===== config.mk =====
export PLATFORM = sky130hd
export DESIGN_NAME = pxc_ext_regs
export DESIGN_NICKNAME = d
export VERILOG_FILES = /design/src/pxc_pkg.sv /design/src/pxc_sat_counter.sv /design/src/pxc_ext_regs.sv
export VERILOG_INCLUDE_DIRS = /design/src
export SDC_FILE = /design/constraint.sdc
export NUM_CORES = 1
export LEC_CHECK = 0
export BUFFER_PORTS_ARGS = -buffer_cell sky130_fd_sc_hd__buf_2
export CAP_MARGIN = 0
export CORE_UTILIZATION = 49
export CTS_CLUSTER_SIZE = 24
export DETAILED_ROUTE_END_ITERATION = 10
export PLACE_DENSITY = 0.91
export SLEW_MARGIN = 15
export SYNTH_ARGS = -nofsm -noshare
export SYNTH_HDL_FRONTEND = slang
export SYNTH_SLANG_ARGS = --single-unit

===== constraint.sdc =====
create_clock -name hclk -period 4.5 [get_ports hclk]
set_input_delay 0.675 -clock hclk [delete_from_list [all_inputs] [get_ports hclk]]
set_output_delay 0.675 -clock hclk [all_outputs]
set_load 0.1 [all_outputs]

===== src/pxc_ext_regs_regs.svh =====
/*
 * Register indices, field positions and reset values of the extended
 * control bank. Assumes the includer uses these names only.
 */
`ifndef PXC_EXT_REGS_REGS_SVH
`define PXC_EXT_REGS_REGS_SVH

// Word index taken from the byte address
`define PXC_IDX_MSB        9
`define PXC_IDX_LSB        2
`define PXC_HTRANS_ACT     1

// Register indices, byte address is four times the index
`define PXC_IDX_CTL4       8'h17
`define PXC_IDX_RSVA       8'h18
`define PXC_IDX_RSVB       8'h19
`define PXC_IDX_RSVC       8'h1A
`define PXC_IDX_CTL5       8'h1B
`define PXC_IDX_SWRST      8'h20
`define PXC_IDX_ISTAT      8'h21
`define PXC_IDX_IMASK      8'h22

// Control four fields
`define PXC_C4_ADDR_MSB    15
`define PXC_C4_ADDR_LSB    11
`define PXC_C4_PDEN        10
`define PXC_C4_PDST_MSB    9
`define PXC_C4_PDST_LSB    8
`define PXC_C4_CNT_MSB     7
`define PXC_C4_CNT_LSB     0

// Control five fields
`define PXC_C5_MDIX        15
`define PXC_C5_RSVD        14
`define PXC_C5_CRS_MSB     13
`define PXC_C5_CRS_LSB     12
`define PXC_C5_MEM         11
`define PXC_C5_LPBK        10
`define PXC_C5_RPWR        9
`define PXC_C5_A100_MSB    8
`define PXC_C5_A100_LSB    6
`define PXC_C5_A1G_MSB     5
`define PXC_C5_A1G_LSB     3
`define PXC_C5_EDGE_MSB    2
`define PXC_C5_EDGE_LSB    0

// Carrier sense selector bits
`define PXC_CRS_RXONLY_BIT 1
`define PXC_CRS_FDOFF_BIT  0

// Software reset and interrupt layout
`define PXC_SWRST_BIT      0
`define PXC_EV_CRC         0
`define PXC_EV_SAT         1
`define PXC_EV_DET         2
`define PXC_EV_MEM         3

// Reset values
`define PXC_RST_PDEN       1'h0
`define PXC_RST_MDIX       1'h1
`define PXC_RST_CRS        2'h0
`define PXC_RST_LPBK       1'h0
`define PXC_RST_RPWR       1'h0
`define PXC_RST_A100       3'h6
`define PXC_RST_A1G        3'h0
`define PXC_RST_EDGE       3'h7
`define PXC_RST_ADDR       5'h00
`define PXC_RST_IRQ        4'h0
`define PXC_RST_CNT        8'h00
`define PXC_CNT_MAX        8'hFF

`endif


===== src/pxc_pkg.sv =====
/*
 * Types shared by the extended control bank.
 * Assumes nothing of its surroundings.
 */
`default_nettype none
package pxc_pkg;
    // Inline power detection progress codes
    typedef enum logic [1:0] {
        PXC_DET_SEARCH    = 2'b00,
        PXC_DET_NEEDS_PWR = 2'b01,
        PXC_DET_NO_PWR    = 2'b10,
        PXC_DET_RSVD      = 2'b11
    } pxc_det_e;

    typedef logic [15:0] pxc_word_t;
endpackage : pxc_pkg
`default_nettype wire


===== src/pxc_sat_counter.sv =====
/*
 * Saturating event counter with a synchronous clear.
 * Assumes inc and clear are synchronous to clk.
 */
`timescale 1ns/10ps
`default_nettype none
module pxc_sat_counter #(
    parameter int WIDTH = 8
) (
    // Clock and reset
    input  wire logic             clk,
    input  wire logic             rstn,
    // Control
    input  wire logic             inc,
    input  wire logic             clear,
    // Result
    output logic [WIDTH-1:0]      count,
    output logic                  sat_pulse
);
    localparam logic [WIDTH-1:0] CNT_ONE  = {{(WIDTH-1){1'b0}}, 1'b1};
    localparam logic [WIDTH-1:0] CNT_MAX  = {WIDTH{1'b1}};
    localparam logic [WIDTH-1:0] CNT_NEAR = CNT_MAX - CNT_ONE;

    logic [WIDTH-1:0] count_reg;
    logic [WIDTH-1:0] count_next;
    logic             sat_reg;
    wire              at_max  = (count_reg == CNT_MAX);
    wire              sat_hit = inc & ~clear & (count_reg == CNT_NEAR);

    // An error in the clearing cycle counts as the first of the new run
    assign count_next = clear  ? (inc ? CNT_ONE : '0) :
                        (inc & ~at_max) ? count_reg + CNT_ONE : count_reg;

    always_ff @(posedge clk or negedge rstn) begin
        if (!rstn) begin
            count_reg <= '0;
            sat_reg   <= 1'b0;
        end else begin
            count_reg <= count_next;
            sat_reg   <= sat_hit;
        end
    end

    assign count     = count_reg;
    assign sat_pulse = sat_reg;
endmodule : pxc_sat_counter
`default_nettype wire


===== src/pxc_ext_regs.sv =====
/*
 * Extended control and status bank of the copper PHY, as an AHB-Lite
 * slave: station address, inline power detection, generator CRC error
 * count, carrier sense selection and transmitter tuning codes.
 * Assumes one master, single word transfers, and that every PHY-side
 * input is synchronous to hclk.
 */
`timescale 1ns/10ps
`default_nettype none
`include "pxc_ext_regs_regs.svh"

module pxc_ext_regs (
    // AHB-Lite clock and reset
    input  wire logic        hclk,
    input  wire logic        hresetn,
    // AHB-Lite slave
    input  wire logic        hsel,
    input  wire logic [31:0] haddr,
    input  wire logic [1:0]  htrans,
    input  wire logic        hwrite,
    input  wire logic [2:0]  hsize,
    input  wire logic [31:0] hwdata,
    input  wire logic        hready,
    output logic [31:0]      hrdata,
    output logic             hreadyout,
    output logic             hresp,
    // Straps and status from the PHY core
    input  wire logic [4:0]  config_strap_pins,
    input  wire logic        cfg_mem_present,
    input  wire logic [1:0]  pd_det_status,
    input  wire logic        packet_generator_crc_err,
    // MAC side carrier sense inputs, and the forced speed flag for crossover
    input  wire logic        full_duplex,
    input  wire logic        speed_forced,
    input  wire logic        rx_dv,
    input  wire logic        tx_en,
    // Controls to the PHY core
    output logic             crs,
    output logic             auto_mdix_off,
    output logic             pd_detect_en,
    output logic             far_end_loopback,
    output logic             reduced_power,
    output logic [2:0]       tx_amp_100,
    output logic [2:0]       tx_amp_1g,
    output logic [2:0]       edge_rate_1g,
    // Interrupt
    output logic             irq
);

    function automatic logic pxc_hit(input logic [7:0] a, input logic [7:0] b);
        pxc_hit = (a == b);
    endfunction : pxc_hit

    // Bus tracking
    logic [7:0]          idx_reg;
    logic                wr_pend_reg;
    logic                rd_pend_reg;
    logic [31:0]         hrdata_reg;

    // Hardware-reset-only state
    logic [4:0]          phy_addr_reg;
    logic                strap_done_reg;
    logic                pd_en_reg;
    logic                mdix_dis_reg;
    logic [1:0]          crs_sel_reg;
    logic                rpwr_reg;
    logic [2:0]          amp100_reg;
    logic [2:0]          edge_reg;

    // State that any reset returns to default
    logic                lpbk_reg;
    logic [2:0]          amp1g_reg;

    // Output and event state
    logic                crs_reg;
    logic                mdix_off_reg;
    pxc_pkg::pxc_det_e   pd_prev_reg;
    logic                mem_prev_reg;
    logic [3:0]          irq_stat_reg;
    logic [3:0]          irq_stat_next;
    logic [3:0]          irq_mask_reg;
    logic [3:0]          irq_mask_next;
    logic                irq_reg;

    // Address phase decode
    wire                 bus_take = hsel & hready & htrans[`PXC_HTRANS_ACT];
    wire [7:0]           a_idx    = haddr[`PXC_IDX_MSB:`PXC_IDX_LSB];

    // Data phase decode on the held index
    wire                 hit_c4   = pxc_hit(idx_reg, `PXC_IDX_CTL4);
    wire                 hit_c5   = pxc_hit(idx_reg, `PXC_IDX_CTL5);
    wire                 hit_sw   = pxc_hit(idx_reg, `PXC_IDX_SWRST);
    wire                 hit_stat = pxc_hit(idx_reg, `PXC_IDX_ISTAT);
    wire                 hit_mask = pxc_hit(idx_reg, `PXC_IDX_IMASK);
    wire                 hit_rsvd = pxc_hit(idx_reg, `PXC_IDX_RSVA) |
                                    pxc_hit(idx_reg, `PXC_IDX_RSVB) |
                                    pxc_hit(idx_reg, `PXC_IDX_RSVC);

    wire                 wr_c4    = wr_pend_reg & hit_c4;
    wire                 wr_c5    = wr_pend_reg & hit_c5;
    wire                 wr_mask  = wr_pend_reg & hit_mask;
    wire                 rd_c4    = rd_pend_reg & hit_c4;
    wire                 rd_c5    = rd_pend_reg & hit_c5;
    wire                 rd_stat  = rd_pend_reg & hit_stat;
    wire                 rd_rsvd  = rd_pend_reg & hit_rsvd;

    // Write data fields
    wire                 wd_pden  = hwdata[`PXC_C4_PDEN];
    wire                 wd_mdix  = hwdata[`PXC_C5_MDIX];
    wire [1:0]           wd_crs   = hwdata[`PXC_C5_CRS_MSB:`PXC_C5_CRS_LSB];
    wire                 wd_lpbk  = hwdata[`PXC_C5_LPBK];
    wire                 wd_rpwr  = hwdata[`PXC_C5_RPWR];
    wire [2:0]           wd_a100  = hwdata[`PXC_C5_A100_MSB:`PXC_C5_A100_LSB];
    wire [2:0]           wd_a1g   = hwdata[`PXC_C5_A1G_MSB:`PXC_C5_A1G_LSB];
    wire [2:0]           wd_edge  = hwdata[`PXC_C5_EDGE_MSB:`PXC_C5_EDGE_LSB];
    wire                 swrst    = wr_pend_reg & hit_sw & hwdata[`PXC_SWRST_BIT];

    // Reads stall one cycle so a write just before lands first
    always_ff @(posedge hclk or negedge hresetn) begin
        if (!hresetn) begin
            idx_reg     <= 8'h00;
            wr_pend_reg <= 1'b0;
            rd_pend_reg <= 1'b0;
        end else begin
            wr_pend_reg <= bus_take & hwrite;
            rd_pend_reg <= bus_take & ~hwrite;
            if (bus_take) begin
                idx_reg <= a_idx;
            end
        end
    end

    assign hreadyout = ~rd_pend_reg;
    assign hresp     = 1'b0;

    always_ff @(posedge hclk or negedge hresetn) begin
        if (!hresetn) begin
            phy_addr_reg   <= `PXC_RST_ADDR;
            strap_done_reg <= 1'b0;
        end else if (!strap_done_reg) begin
            phy_addr_reg   <= config_strap_pins;
            strap_done_reg <= 1'b1;
        end
    end

    // sticky fields on hardware reset only
    always_ff @(posedge hclk or negedge hresetn) begin
        if (!hresetn) begin
            pd_en_reg    <= `PXC_RST_PDEN;
            mdix_dis_reg <= `PXC_RST_MDIX;
            crs_sel_reg  <= `PXC_RST_CRS;
            rpwr_reg     <= `PXC_RST_RPWR;
            amp100_reg   <= `PXC_RST_A100;
            edge_reg     <= `PXC_RST_EDGE;
        end else begin
            if (wr_c4) begin
                pd_en_reg <= wd_pden;
            end
            if (wr_c5) begin
                mdix_dis_reg <= wd_mdix;
                crs_sel_reg  <= wd_crs;
                rpwr_reg     <= wd_rpwr;
                amp100_reg   <= wd_a100;
                edge_reg     <= wd_edge;
            end
        end
    end

    // plain fields also reset by software
    always_ff @(posedge hclk or negedge hresetn) begin
        if (!hresetn) begin
            lpbk_reg  <= `PXC_RST_LPBK;
            amp1g_reg <= `PXC_RST_A1G;
        end else if (swrst) begin
            lpbk_reg  <= `PXC_RST_LPBK;
            amp1g_reg <= `PXC_RST_A1G;
        end else if (wr_c5) begin
            lpbk_reg  <= wd_lpbk;
            amp1g_reg <= wd_a1g;
        end
    end

    wire                 cnt_clear = rd_c4 | swrst;
    wire [7:0]           cnt_val;
    wire                 sat_pulse;

    pxc_sat_counter #(
        .WIDTH     (8)
    ) u_crc_cnt (
        .clk       (hclk),
        .rstn      (hresetn),
        .inc       (packet_generator_crc_err),
        .clear     (cnt_clear),
        .count     (cnt_val),
        .sat_pulse (sat_pulse)
    );

    // crossover off only while speed is forced
    wire                 crs_half = crs_sel_reg[`PXC_CRS_RXONLY_BIT] ? rx_dv : (rx_dv | tx_en);
    wire                 crs_full = crs_sel_reg[`PXC_CRS_FDOFF_BIT] ? 1'b0 : rx_dv;
    wire                 crs_next = full_duplex ? crs_full : crs_half;

    always_ff @(posedge hclk or negedge hresetn) begin
        if (!hresetn) begin
            crs_reg      <= 1'b0;
            mdix_off_reg <= 1'b0;
        end else begin
            crs_reg      <= crs_next;
            mdix_off_reg <= mdix_dis_reg & speed_forced;
        end
    end

    // Sticky events, status read clears, a new event wins over the clear
    wire [3:0]           ev;
    assign ev[`PXC_EV_CRC] = packet_generator_crc_err;
    assign ev[`PXC_EV_SAT] = sat_pulse;
    // change only flagged while detection is enabled
    assign ev[`PXC_EV_DET] = pd_en_reg & (pd_det_status != pd_prev_reg);
    // A memory already present at release is not a new arrival
    assign ev[`PXC_EV_MEM] = strap_done_reg & cfg_mem_present & ~mem_prev_reg;
    assign irq_stat_next   = (irq_stat_reg & ~{4{rd_stat}}) | ev;
    // Next mask feeds irq so a mask write takes effect without a lag
    assign irq_mask_next   = wr_mask ? hwdata[`PXC_EV_MEM:`PXC_EV_CRC] : irq_mask_reg;

    always_ff @(posedge hclk or negedge hresetn) begin
        if (!hresetn) begin
            pd_prev_reg  <= pxc_pkg::PXC_DET_SEARCH;
            mem_prev_reg <= 1'b0;
            irq_stat_reg <= `PXC_RST_IRQ;
            irq_mask_reg <= `PXC_RST_IRQ;
            irq_reg      <= 1'b0;
        end else begin
            pd_prev_reg  <= pxc_pkg::pxc_det_e'(pd_det_status);
            mem_prev_reg <= cfg_mem_present;
            irq_stat_reg <= irq_stat_next;
            irq_mask_reg <= irq_mask_next;
            irq_reg      <= |(irq_stat_next & irq_mask_next);
        end
    end

    // Read words
    pxc_pkg::pxc_word_t  c4_word;
    pxc_pkg::pxc_word_t  c5_word;
    pxc_pkg::pxc_word_t  rd_word;

    assign c4_word[`PXC_C4_ADDR_MSB:`PXC_C4_ADDR_LSB] = phy_addr_reg;
    assign c4_word[`PXC_C4_PDEN]                      = pd_en_reg;
    assign c4_word[`PXC_C4_PDST_MSB:`PXC_C4_PDST_LSB] = pd_det_status;
    assign c4_word[`PXC_C4_CNT_MSB:`PXC_C4_CNT_LSB]   = cnt_val;

    // memory presence and control five layout
    assign c5_word[`PXC_C5_MDIX]                      = mdix_dis_reg;
    assign c5_word[`PXC_C5_RSVD]                      = 1'b0;
    assign c5_word[`PXC_C5_CRS_MSB:`PXC_C5_CRS_LSB]   = crs_sel_reg;
    assign c5_word[`PXC_C5_MEM]                       = cfg_mem_present;
    assign c5_word[`PXC_C5_LPBK]                      = lpbk_reg;
    assign c5_word[`PXC_C5_RPWR]                      = rpwr_reg;
    assign c5_word[`PXC_C5_A100_MSB:`PXC_C5_A100_LSB] = amp100_reg;
    assign c5_word[`PXC_C5_A1G_MSB:`PXC_C5_A1G_LSB]   = amp1g_reg;
    assign c5_word[`PXC_C5_EDGE_MSB:`PXC_C5_EDGE_LSB] = edge_reg;

    // reserved slots and unmapped indices read zero
    assign rd_word = hit_c4   ? c4_word :
                     hit_c5   ? c5_word :
                     hit_stat ? {12'h000, irq_stat_reg} :
                     hit_mask ? {12'h000, irq_mask_reg} :
                     16'h0000;

    always_ff @(posedge hclk or negedge hresetn) begin
        if (!hresetn) begin
            hrdata_reg <= 32'h00000000;
        end else if (rd_pend_reg) begin
            hrdata_reg <= {16'h0000, rd_word};
        end
    end

    // Output drive
    assign hrdata           = hrdata_reg;
    assign crs              = crs_reg;
    assign auto_mdix_off    = mdix_off_reg;
    assign pd_detect_en     = pd_en_reg;
    assign far_end_loopback = lpbk_reg;
    assign reduced_power    = rpwr_reg;
    assign tx_amp_100       = amp100_reg;
    assign tx_amp_1g        = amp1g_reg;
    assign edge_rate_1g     = edge_reg;
    assign irq              = irq_reg;

endmodule : pxc_ext_regs
`default_nettype wire


==> metrics.md, run 1 <==
| Metric | Value |
|---|---|
| Die height | 84.0 um |
| Per-cell routed wire length | 16.9 um |
| Max Freq | 388 MHz |
| Ys Warns | 0 |
| Min-Delay Path Class | input pin to asynchronous set/reset pin |
| GR Util All Layers | 22.6% |
| Final-report hold violation count | 0 |
| Number of synthesized flops with an enable pin | 0 |
| CP Capture Type | output port |
| Slew at the pin closest to its max-slew limit | 0.816 ns |
| Synth unique cells | 49 |
| Crit Path Class | register to output port |
| Layout Skew | 0.00892 ns |
| Via count of the first global-routing pass | 2558 |
| Avg Vias per Cell | 5.71 |
| Nets | 450 |
| Initial antenna violation count | 0 |
| Asr flop ratio synth | 100% |
| WL final | 7480 um |
| CTS root buf | clkbuf_8 |
| CORE AREA | 6420 um2 |
| Via count | 2522 |
| First DRT Iteration DRCs | 139 |
| Inserted Clock Buffers | 9 |
| Fill count | 524 |
| Drt pass-1 iters | 8 |
| Critical Path Max Stage Delay | 0.65 ns |
| Part of the cycle the worst path needs | 57.2% |
| Worst setup margin | 1.93 ns |
| Number of max-cap violations | 0 |
| Gpl congestion | 0.788 |
| First-pass GRT wire length | 12200 um |
| Critical path arrival | 1.90 ns |
| IO Count | 136 |
| Worst skew pair latency | 0.35 ns |
| Initial core utilization | 51.3% |
| Peak supply drop | 0.256 mV |
| Pins Over Slew Limit | 0 |
| Area delta synth->final | 16.1% |
| Min cycle time layout | 2.57 ns |
| Worst Path Required | 3.83 ns |
| Clock Sink Count | 70 |
| DRC | 14 |
| IO buf count | 72 |
| DP Wirelength | 5200 um |
| CTS tree | built |
| Pin count of the biggest net entering global routing | 48 |
| Synth Flop Type | dfrtp_1 |
| Cell Chain, Critical Path | inv_1 -> buf_4 -> buf_2 |
| Status | finished, violations left |
| Area of the multi-input gates | 1330 um2 |
| Clk slew on worst S/H paths | 0.07 ns |
| GRT overflow | 0 |
| Post-Syn Area | 3300 um2 |
| Post-route setup TNS | 0 ns |
| CP max FO | 21 |
| Post-route antenna net violation count | 0 |
| CP max-delay cell | dfrtp_1 |
| Flip-flop count of the largest register after layout | 16 |
| Worst relative slew slack | 44.8% |
| Synth Area per Inst | 11.3 um2 |
| Flops & latches, synth | 70 |
| Clock Path Buffers | 2 |
| RSZ-0062 raised after global routing | false |
| Die ar. | 7060 um2 |
| Pwr dens | 458 nW/um2 |
| Register area | 1760 um2 |
| DP Worst Slack | 2.14 ns |
| Cts-stage hold buffer count | 0 |
| Die width | 84.0 um |
| Ant diodes | 0 |
| Share of cells above drive strength 1 | 35.6% |
| Leakage | 1.85 nW |
| H-tree levels | 3 |
| Nature of the critical path startpoint | register |
| Failing checks | design-rule violations |
| # rows | 29 |
| Sequential fraction of the synthesis area | 53.4% |
| Setup violators final | 0 |
| Post_cts resized | 0 |
| Synthesized instance count | 292 |
| Post-CTS Setup Repair Bufs | 0 |
## kinds of logic (layout without fill, tap and decap cells)
kind of cell	after synthesis	count (layout)	share of synthesized area, %
AND/OR/NAND/NOR	87	87	15.3
adder cells (fa/ha/maj)	2	2	0.759
AO/OA/AOI/OAI	56	56	12.8
other	2	18	0.228
flip-flops	70	70	53.4
buffers and inverters	47	104	8.35
XOR/XNOR	4	4	1.06
multiplexers	24	24	8.16
## stage by stage
step | instance area (um2) | power (mW) | utilization [%] | hold WS (ns) | std cells
global route | 3830 | 1.82 | 59.6 | 0.337 | 442
floorplan | 3360 | 1.15 | - | 0.379 | 308
global placement | 3620 | 1.22 | 56.3 | 0.449 | 427
CTS | 3830 | 1.76 | 59.6 | 0.308 | 442
detailed placement | 3620 | 1.24 | 56.3 | 0.466 | 427
finish | 3830 | 1.75 | 59.6 | 0.292 | 442
## power by group
part	switching [mW]	internal, mW
Combinational	0.352	0.0978
Clock	0.226	0.297
Sequential	0.0780	0.701
Total	0.655	1.10
## final cells by class
class                      instances  share of cell area, %
multi-input combinational        191                   34.7
timing repair buffer              75                   10.0
inverter                          14                   1.37
tap                               77                   2.52
sequential                        70                   46.0
clock buffer                      12                   4.32
clock inverter                     3                   1.11
## cell usage after synthesis, types with 2 or more instances
cell type | n | area, um2
a2111oi_0 | 4 | 35.0
a21oi_1 | 6 | 30.0
a221oi_1 | 11 | 96.3
a22o_1 | 5 | 43.8
a31oi_1 | 6 | 37.5
and2_1 | 2 | 12.5
and3_1 | 5 | 31.3
and4_1 | 7 | 61.3
and4b_1 | 4 | 40.0
buf_2 | 3 | 15.0
buf_4 | 19 | 143
buf_6 | 3 | 33.8
clkbuf_1 | 7 | 26.3
conb_1 | 2 | 7.51
dfrtp_1 | 64 | 1600
dfstp_2 | 6 | 158
ha_1 | 2 | 25.0
inv_1 | 14 | 52.6
mux2_2 | 23 | 259
nand2_1 | 13 | 48.8
nand3_1 | 3 | 15.0
nand4_1 | 2 | 12.5
nor2_1 | 32 | 120
nor4b_1 | 2 | 17.5
o21ai_0 | 6 | 30.0
o22ai_1 | 4 | 25.0
o2bb2ai_1 | 2 | 17.5
o31ai_1 | 4 | 30.0
or2_1 | 2 | 12.5
or2_2 | 4 | 25.0
or3_1 | 5 | 31.3
xnor2_1 | 2 | 17.5
xor2_1 | 2 | 17.5
## worst max-delay path, delay by kind of cell (launching register included)
kind	cells	cell delay, ns
buffers and inverters	3	0.90
flip-flops	1	0.65
## metal layers
layer	vias to the layer above	wire [um]	GRT usage [%]
met5	-	0	0
li1	1158	-	-
met1	1238	2850	27.0
met2	115	3930	37.7
met4	0	85	10.8
met3	11	611	6.13
## worst paths after layout
kind | start | to | slack, ns | cells past startpoint
worst max-delay path | rd_pend_reg$_DFF_PN0_ | hreadyout | 1.93 | 3
worst min-delay path | hresetn | hrdata[4]$_DFFE_PN0P_ | 0.29 | 1
worst max register to register | idx_reg[1]$_DFFE_PN0P_ | reduced_power$_DFFE_PN0P_ | 2.10 | 4
worst min register to register | u_crc_cnt.sat_pulse$_DFF_PN0_ | irq_stat_reg[1]$_DFF_PN0_ | 0.47 | 1
max in group asynchronous | hresetn | hrdata[10]$_DFFE_PN0P_ | 3.24 | 2
min in group hclk | cfg_mem_present | mem_prev_reg$_DFF_PN0_ | 0.47 | 1
## cells in the final DEF (no fill, tap or decap), types with 5 or more instances in the layout
| master | n |
|---|---|
| nor2_1 | 32 |
| mux2_2 | 23 |
| buf_2 | 72 |
| dfstp_2 | 6 |
| a221oi_1 | 11 |
| dfrtp_1 | 64 |
| or3_1 | 5 |
| a21oi_1 | 6 |
| and4_1 | 7 |
| nand2_1 | 13 |
| and3_1 | 5 |
| o21ai_0 | 6 |
| clkbuf_8 | 12 |
| a22o_1 | 5 |
| inv_1 | 14 |
| a31oi_1 | 6 |
| conb_1 | 18 |
No activity file was read; power rests on OpenSTA's default activity.
==> inputs of run 2 (changes only) <==
CORE_UTILIZATION = 43   (was 49)
PLACE_DENSITY = 0.86   (was 0.91)
clock period = 2.1 ns   (was 4.5 ns; I/O delays follow)
==> run 2 against run 1 <==
The flow now finishes without violations. Sequential power increased by 110%. Register-to-register slack got worse by 2.0 ns. Wire length fell by 2.4%. Count of clock-buffer cells in the layout increased by 2. Worst setup slack worse by 1.8 ns. Global-route usage decreased by 2.8 points. Die area increased by 14%. Core utilization shrank 6.3 points. Combinational power increased by 120%. Via count grew 0.28%. Non-clock buffer count is 9 higher.
==> metrics.md, run 2 (synthesis results as in run 1) <==
| Metric | Value |
|---|---|
| Status | completed |
| Critical Path Max Stage Delay | 0.55 ns (-0.10 ns) |
| Design area | 3910 um2 (+2.1%) |
| Share of cells above drive strength 1 | 36.0% (+0.38 points) |
| Inserted Clock Buffers | 9 (unchanged) |
| Worst relative slew slack | 45.9% (+1.1 points) |
| Buf+Inv Stages, Crit Path | 0 (-3) |
| CP Capture Type | register |
| Initial core utilization | 45.0% (-6.4 points) |
| Die height | 89.5 um (+6.6%) |
| Worst path most repeated cell | and4b_1 |
| Area delta synth->final | 18.6% |
| GR Util met2 | 32.1% (-5.6 points) |
| Pins Over Slew Limit | 0 (unchanged) |
| Crit path max-delay family | simple AND/OR/NAND/NOR gates |
| Area of placed instances | 3730 um2 (+3.2%) |
| First DRT Iteration DRCs | 125 (-10%) |
| Hold Crit Depth | 1 |
| H-tree levels | 3 (unchanged) |
| CORE AREA | 7330 um2 (+14%) |
| Critical path arrival | 2.16 ns (+0.26 ns) |
| Drt pass-1 iters | 4 (-4) |
| R2R Setup Slk | 0.14 ns (-1.96 ns) |
| CTS tree | built |
| R2R Path End | u_crc_cnt.count[3]$_DFFE_PN0P_ |
| Placed insts | 457 (+7.0%) |
| Clock power share | 25.8% (-4.1 points) |
| IO Count | 136 (unchanged) |
| Most common cell after layout, fill and taps aside | buf_2 |
| RSZ-0062 raised after global routing | false |
| Via count of the first global-routing pass | 2513 (-1.8%) |
| Pin count of the biggest net entering global routing | 29 (-40%) |
| Cell Chain, Critical Path | and4b_1 -> and4b_1 -> a22o_1 -> nor2_1 |
| Die ar. | 8020 um2 (+14%) |
| CTS root buf | clkbuf_8 |
| Internal | 2.19 mW (+100%) |
| DRC | 0 (-14) |
| DP Wirelength | 5350 um (+2.9%) |
| Hold Crit Start | pd_det_status[1] |
| GR Util All Layers | 19.8% (-2.8 points) |
| Hold EP | pd_prev_reg[1]$_DFF_PN0_ |
| Gate power share | 27.7% (+2.0 points) |
| Avg Vias per Cell | 5.34 (-6.5%) |
| Hold Worst Slack | 0.124 ns (-0.168 ns) |
| Via count | 2529 (+0.28%) |
| Min cycle time layout | 1.96 ns |
| Worst Path Required | 2.30 ns (-1.53 ns) |
| WL final | 7300 um (-2.4%) |
| Post-route setup TNS | 0 ns (unchanged) |
| GR met3 Demand/Resource | 5.26% (-0.87 points) |
| Flip-flop count of the largest register after layout | 16 (unchanged) |
| Crit Path Class | register to register |
| Peak supply drop | 0.853 mV (+230%) |
| Initial antenna violation count | 0 (unchanged) |
| Post-route antenna net violation count | 0 (unchanged) |
| Post-CTS Setup Repair Bufs | 0 (unchanged) |
| GRT overflow | 0 (unchanged) |
| Slew at the pin closest to its max-slew limit | 0.810 ns (-0.00640 ns) |
| Clock Path Buffers | 2 (unchanged) |
| Die width | 89.5 um (+6.6%) |
| Layout Skew | 0.0104 ns (+0.00147 ns) |
| Min-Delay Path Class | input pin to register |
| IO buf count | 72 (unchanged) |
| Nature of the critical path startpoint | register |
| Part of the cycle the worst path needs | 93.2% |
| CP max FO | 12 (-43%) |
| Busiest grt layer | met2 |
| # rows | 31 (+6.9%) |
| Pwr dens | 913 nW/um2 (+100%) |
| Clock Sink Count | 70 (unchanged) |
| Commonest non-fill, non-tap cells in the layout | 71 x buf_2, 64 x dfrtp_1, 32 x nor2_1, 23 x mux2_2, 18 x conb_1 |
| CP max-delay cell | and4b_1 |
| Leakage | 1.89 nW (+2.1%) |
| Layout Cells excl Fill | 474 (+7.2%) |
| Reg2Reg Launch Point | idx_reg[5]$_DFFE_PN0P_ |
| Worst skew pair latency | 0.34 ns (about the same) |
| Clk slew on worst S/H paths | 0.07 ns (about the same) |
| Gpl congestion | 0.824 (+4.6%) |
| Switching share of power | 38.6% (+1.2 points) |
| Max Freq | 511 MHz |
| Ant diodes | 0 (unchanged) |
| First-pass GRT wire length | 12000 um (-2.2%) |
| P_sw | 1.38 mW (+110%) |
| Per-cell routed wire length | 15.4 um (-9.0%) |
| Final-report hold violation count | 0 (unchanged) |
| Cells on worst reg2reg path | 4 (unchanged) |
| Met1 GRT Util | 25.5% (-1.5 points) |
| Nets | 459 (+2.0%) |
| Setup violators final | 0 (unchanged) |
| Seq pwr share | 46.6% (+2.1 points) |
| Number of max-cap violations | 0 (unchanged) |
-- run 2: changes by cell type in the layout (fill, tap and decap cells not counted), moves of 2 or more --
cell | previous run | this run
clkbuf_1 | 0 | 4
buf_4 | 3 | 10
clkbuf_8 | 12 | 10
buf_12 | 0 | 2
-- run 2: worst max-delay path by stage --
stage | startpoint | endpoint | slack, ns | depth (start not counted)
after CTS | idx_reg[0]$_DFFE_PN0P_ | hrdata[2]$_DFFE_PN0P_ | 0.14 | 5
after global placement | idx_reg[5]$_DFFE_PN0P_ | u_crc_cnt.sat_pulse$_DFF_PN0_ | 0.24 | 4
after global routing | idx_reg[0]$_DFFE_PN0P_ | u_crc_cnt.count[3]$_DFFE_PN0P_ | 0.0005 | 4
final | idx_reg[5]$_DFFE_PN0P_ | u_crc_cnt.count[3]$_DFFE_PN0P_ | 0.14 | 4
after floorplan | rd_pend_reg$_DFF_PN0_ | hrdata[0]$_DFFE_PN0P_ | 0.1 | 4
after detailed placement | idx_reg[0]$_DFFE_PN0P_ | u_crc_cnt.count[3]$_DFFE_PN0P_ | 0.16 | 4
-- run 2: layout make-up --
| class | count | area, um2 |
|---|---|---|
| Fill cell | 654 | 3420 |
| Sequential cell | 70 | 1760 |
| Multi-Input combinational cell | 191 | 1330 |
| Timing Repair Buffer | 84 | 480 |
| Clock buffer | 14 | 153 |
| Tap cell | 99 | 124 |
| Inverter | 14 | 52.6 |
| Clock inverter | 2 | 10.0 |
-- run 2: power by group through the flow --
stage / Sequential, mW / Combinational, mW / Clock [mW]
2_1_floorplan: 2.03 / 0.422 / 0
6_report: 1.66 / 0.988 / 0.919
3_5_place_dp: 1.68 / 0.990 / 0
5_1_grt: 1.69 / 1.06 / 0.998
3_3_place_gp: 1.68 / 0.964 / 0
4_1_cts: 1.66 / 0.995 / 0.936
-- run 2: per-stage QoR --
stage / power (mW) / worst slack, ns / utilization (%)
floorplan: 2.46 / 0.0995 / -
detailed placement: 2.67 / 0.158 / 50.9
finish: 3.57 / 0.143 / 53.3
CTS: 3.59 / 0.138 / 53.3
global placement: 2.64 / 0.240 / 50.9
global route: 3.75 / 0.000506 / 53.3
-- run 2: timing repair --
item	4_1_cts	5_1_grt
hold buffers	1	0
endpoints found under the setup margin	0	1
endpoints found under the hold margin	16	0
resized for setup	0	1
-- run 2: per-layer routing --
| metal | routed length, um | share of wire, % | vias to the layer above |
|---|---|---|---|
| li1 | - | - | 1176 |
| met1 | 3040 | 42 | 1240 |
| met2 | 3660 | 50 | 102 |
| met3 | 506 | 6.9 | 11 |
| met4 | 93 | 1.3 | 0 |
| met5 | 0 | 0 | - |
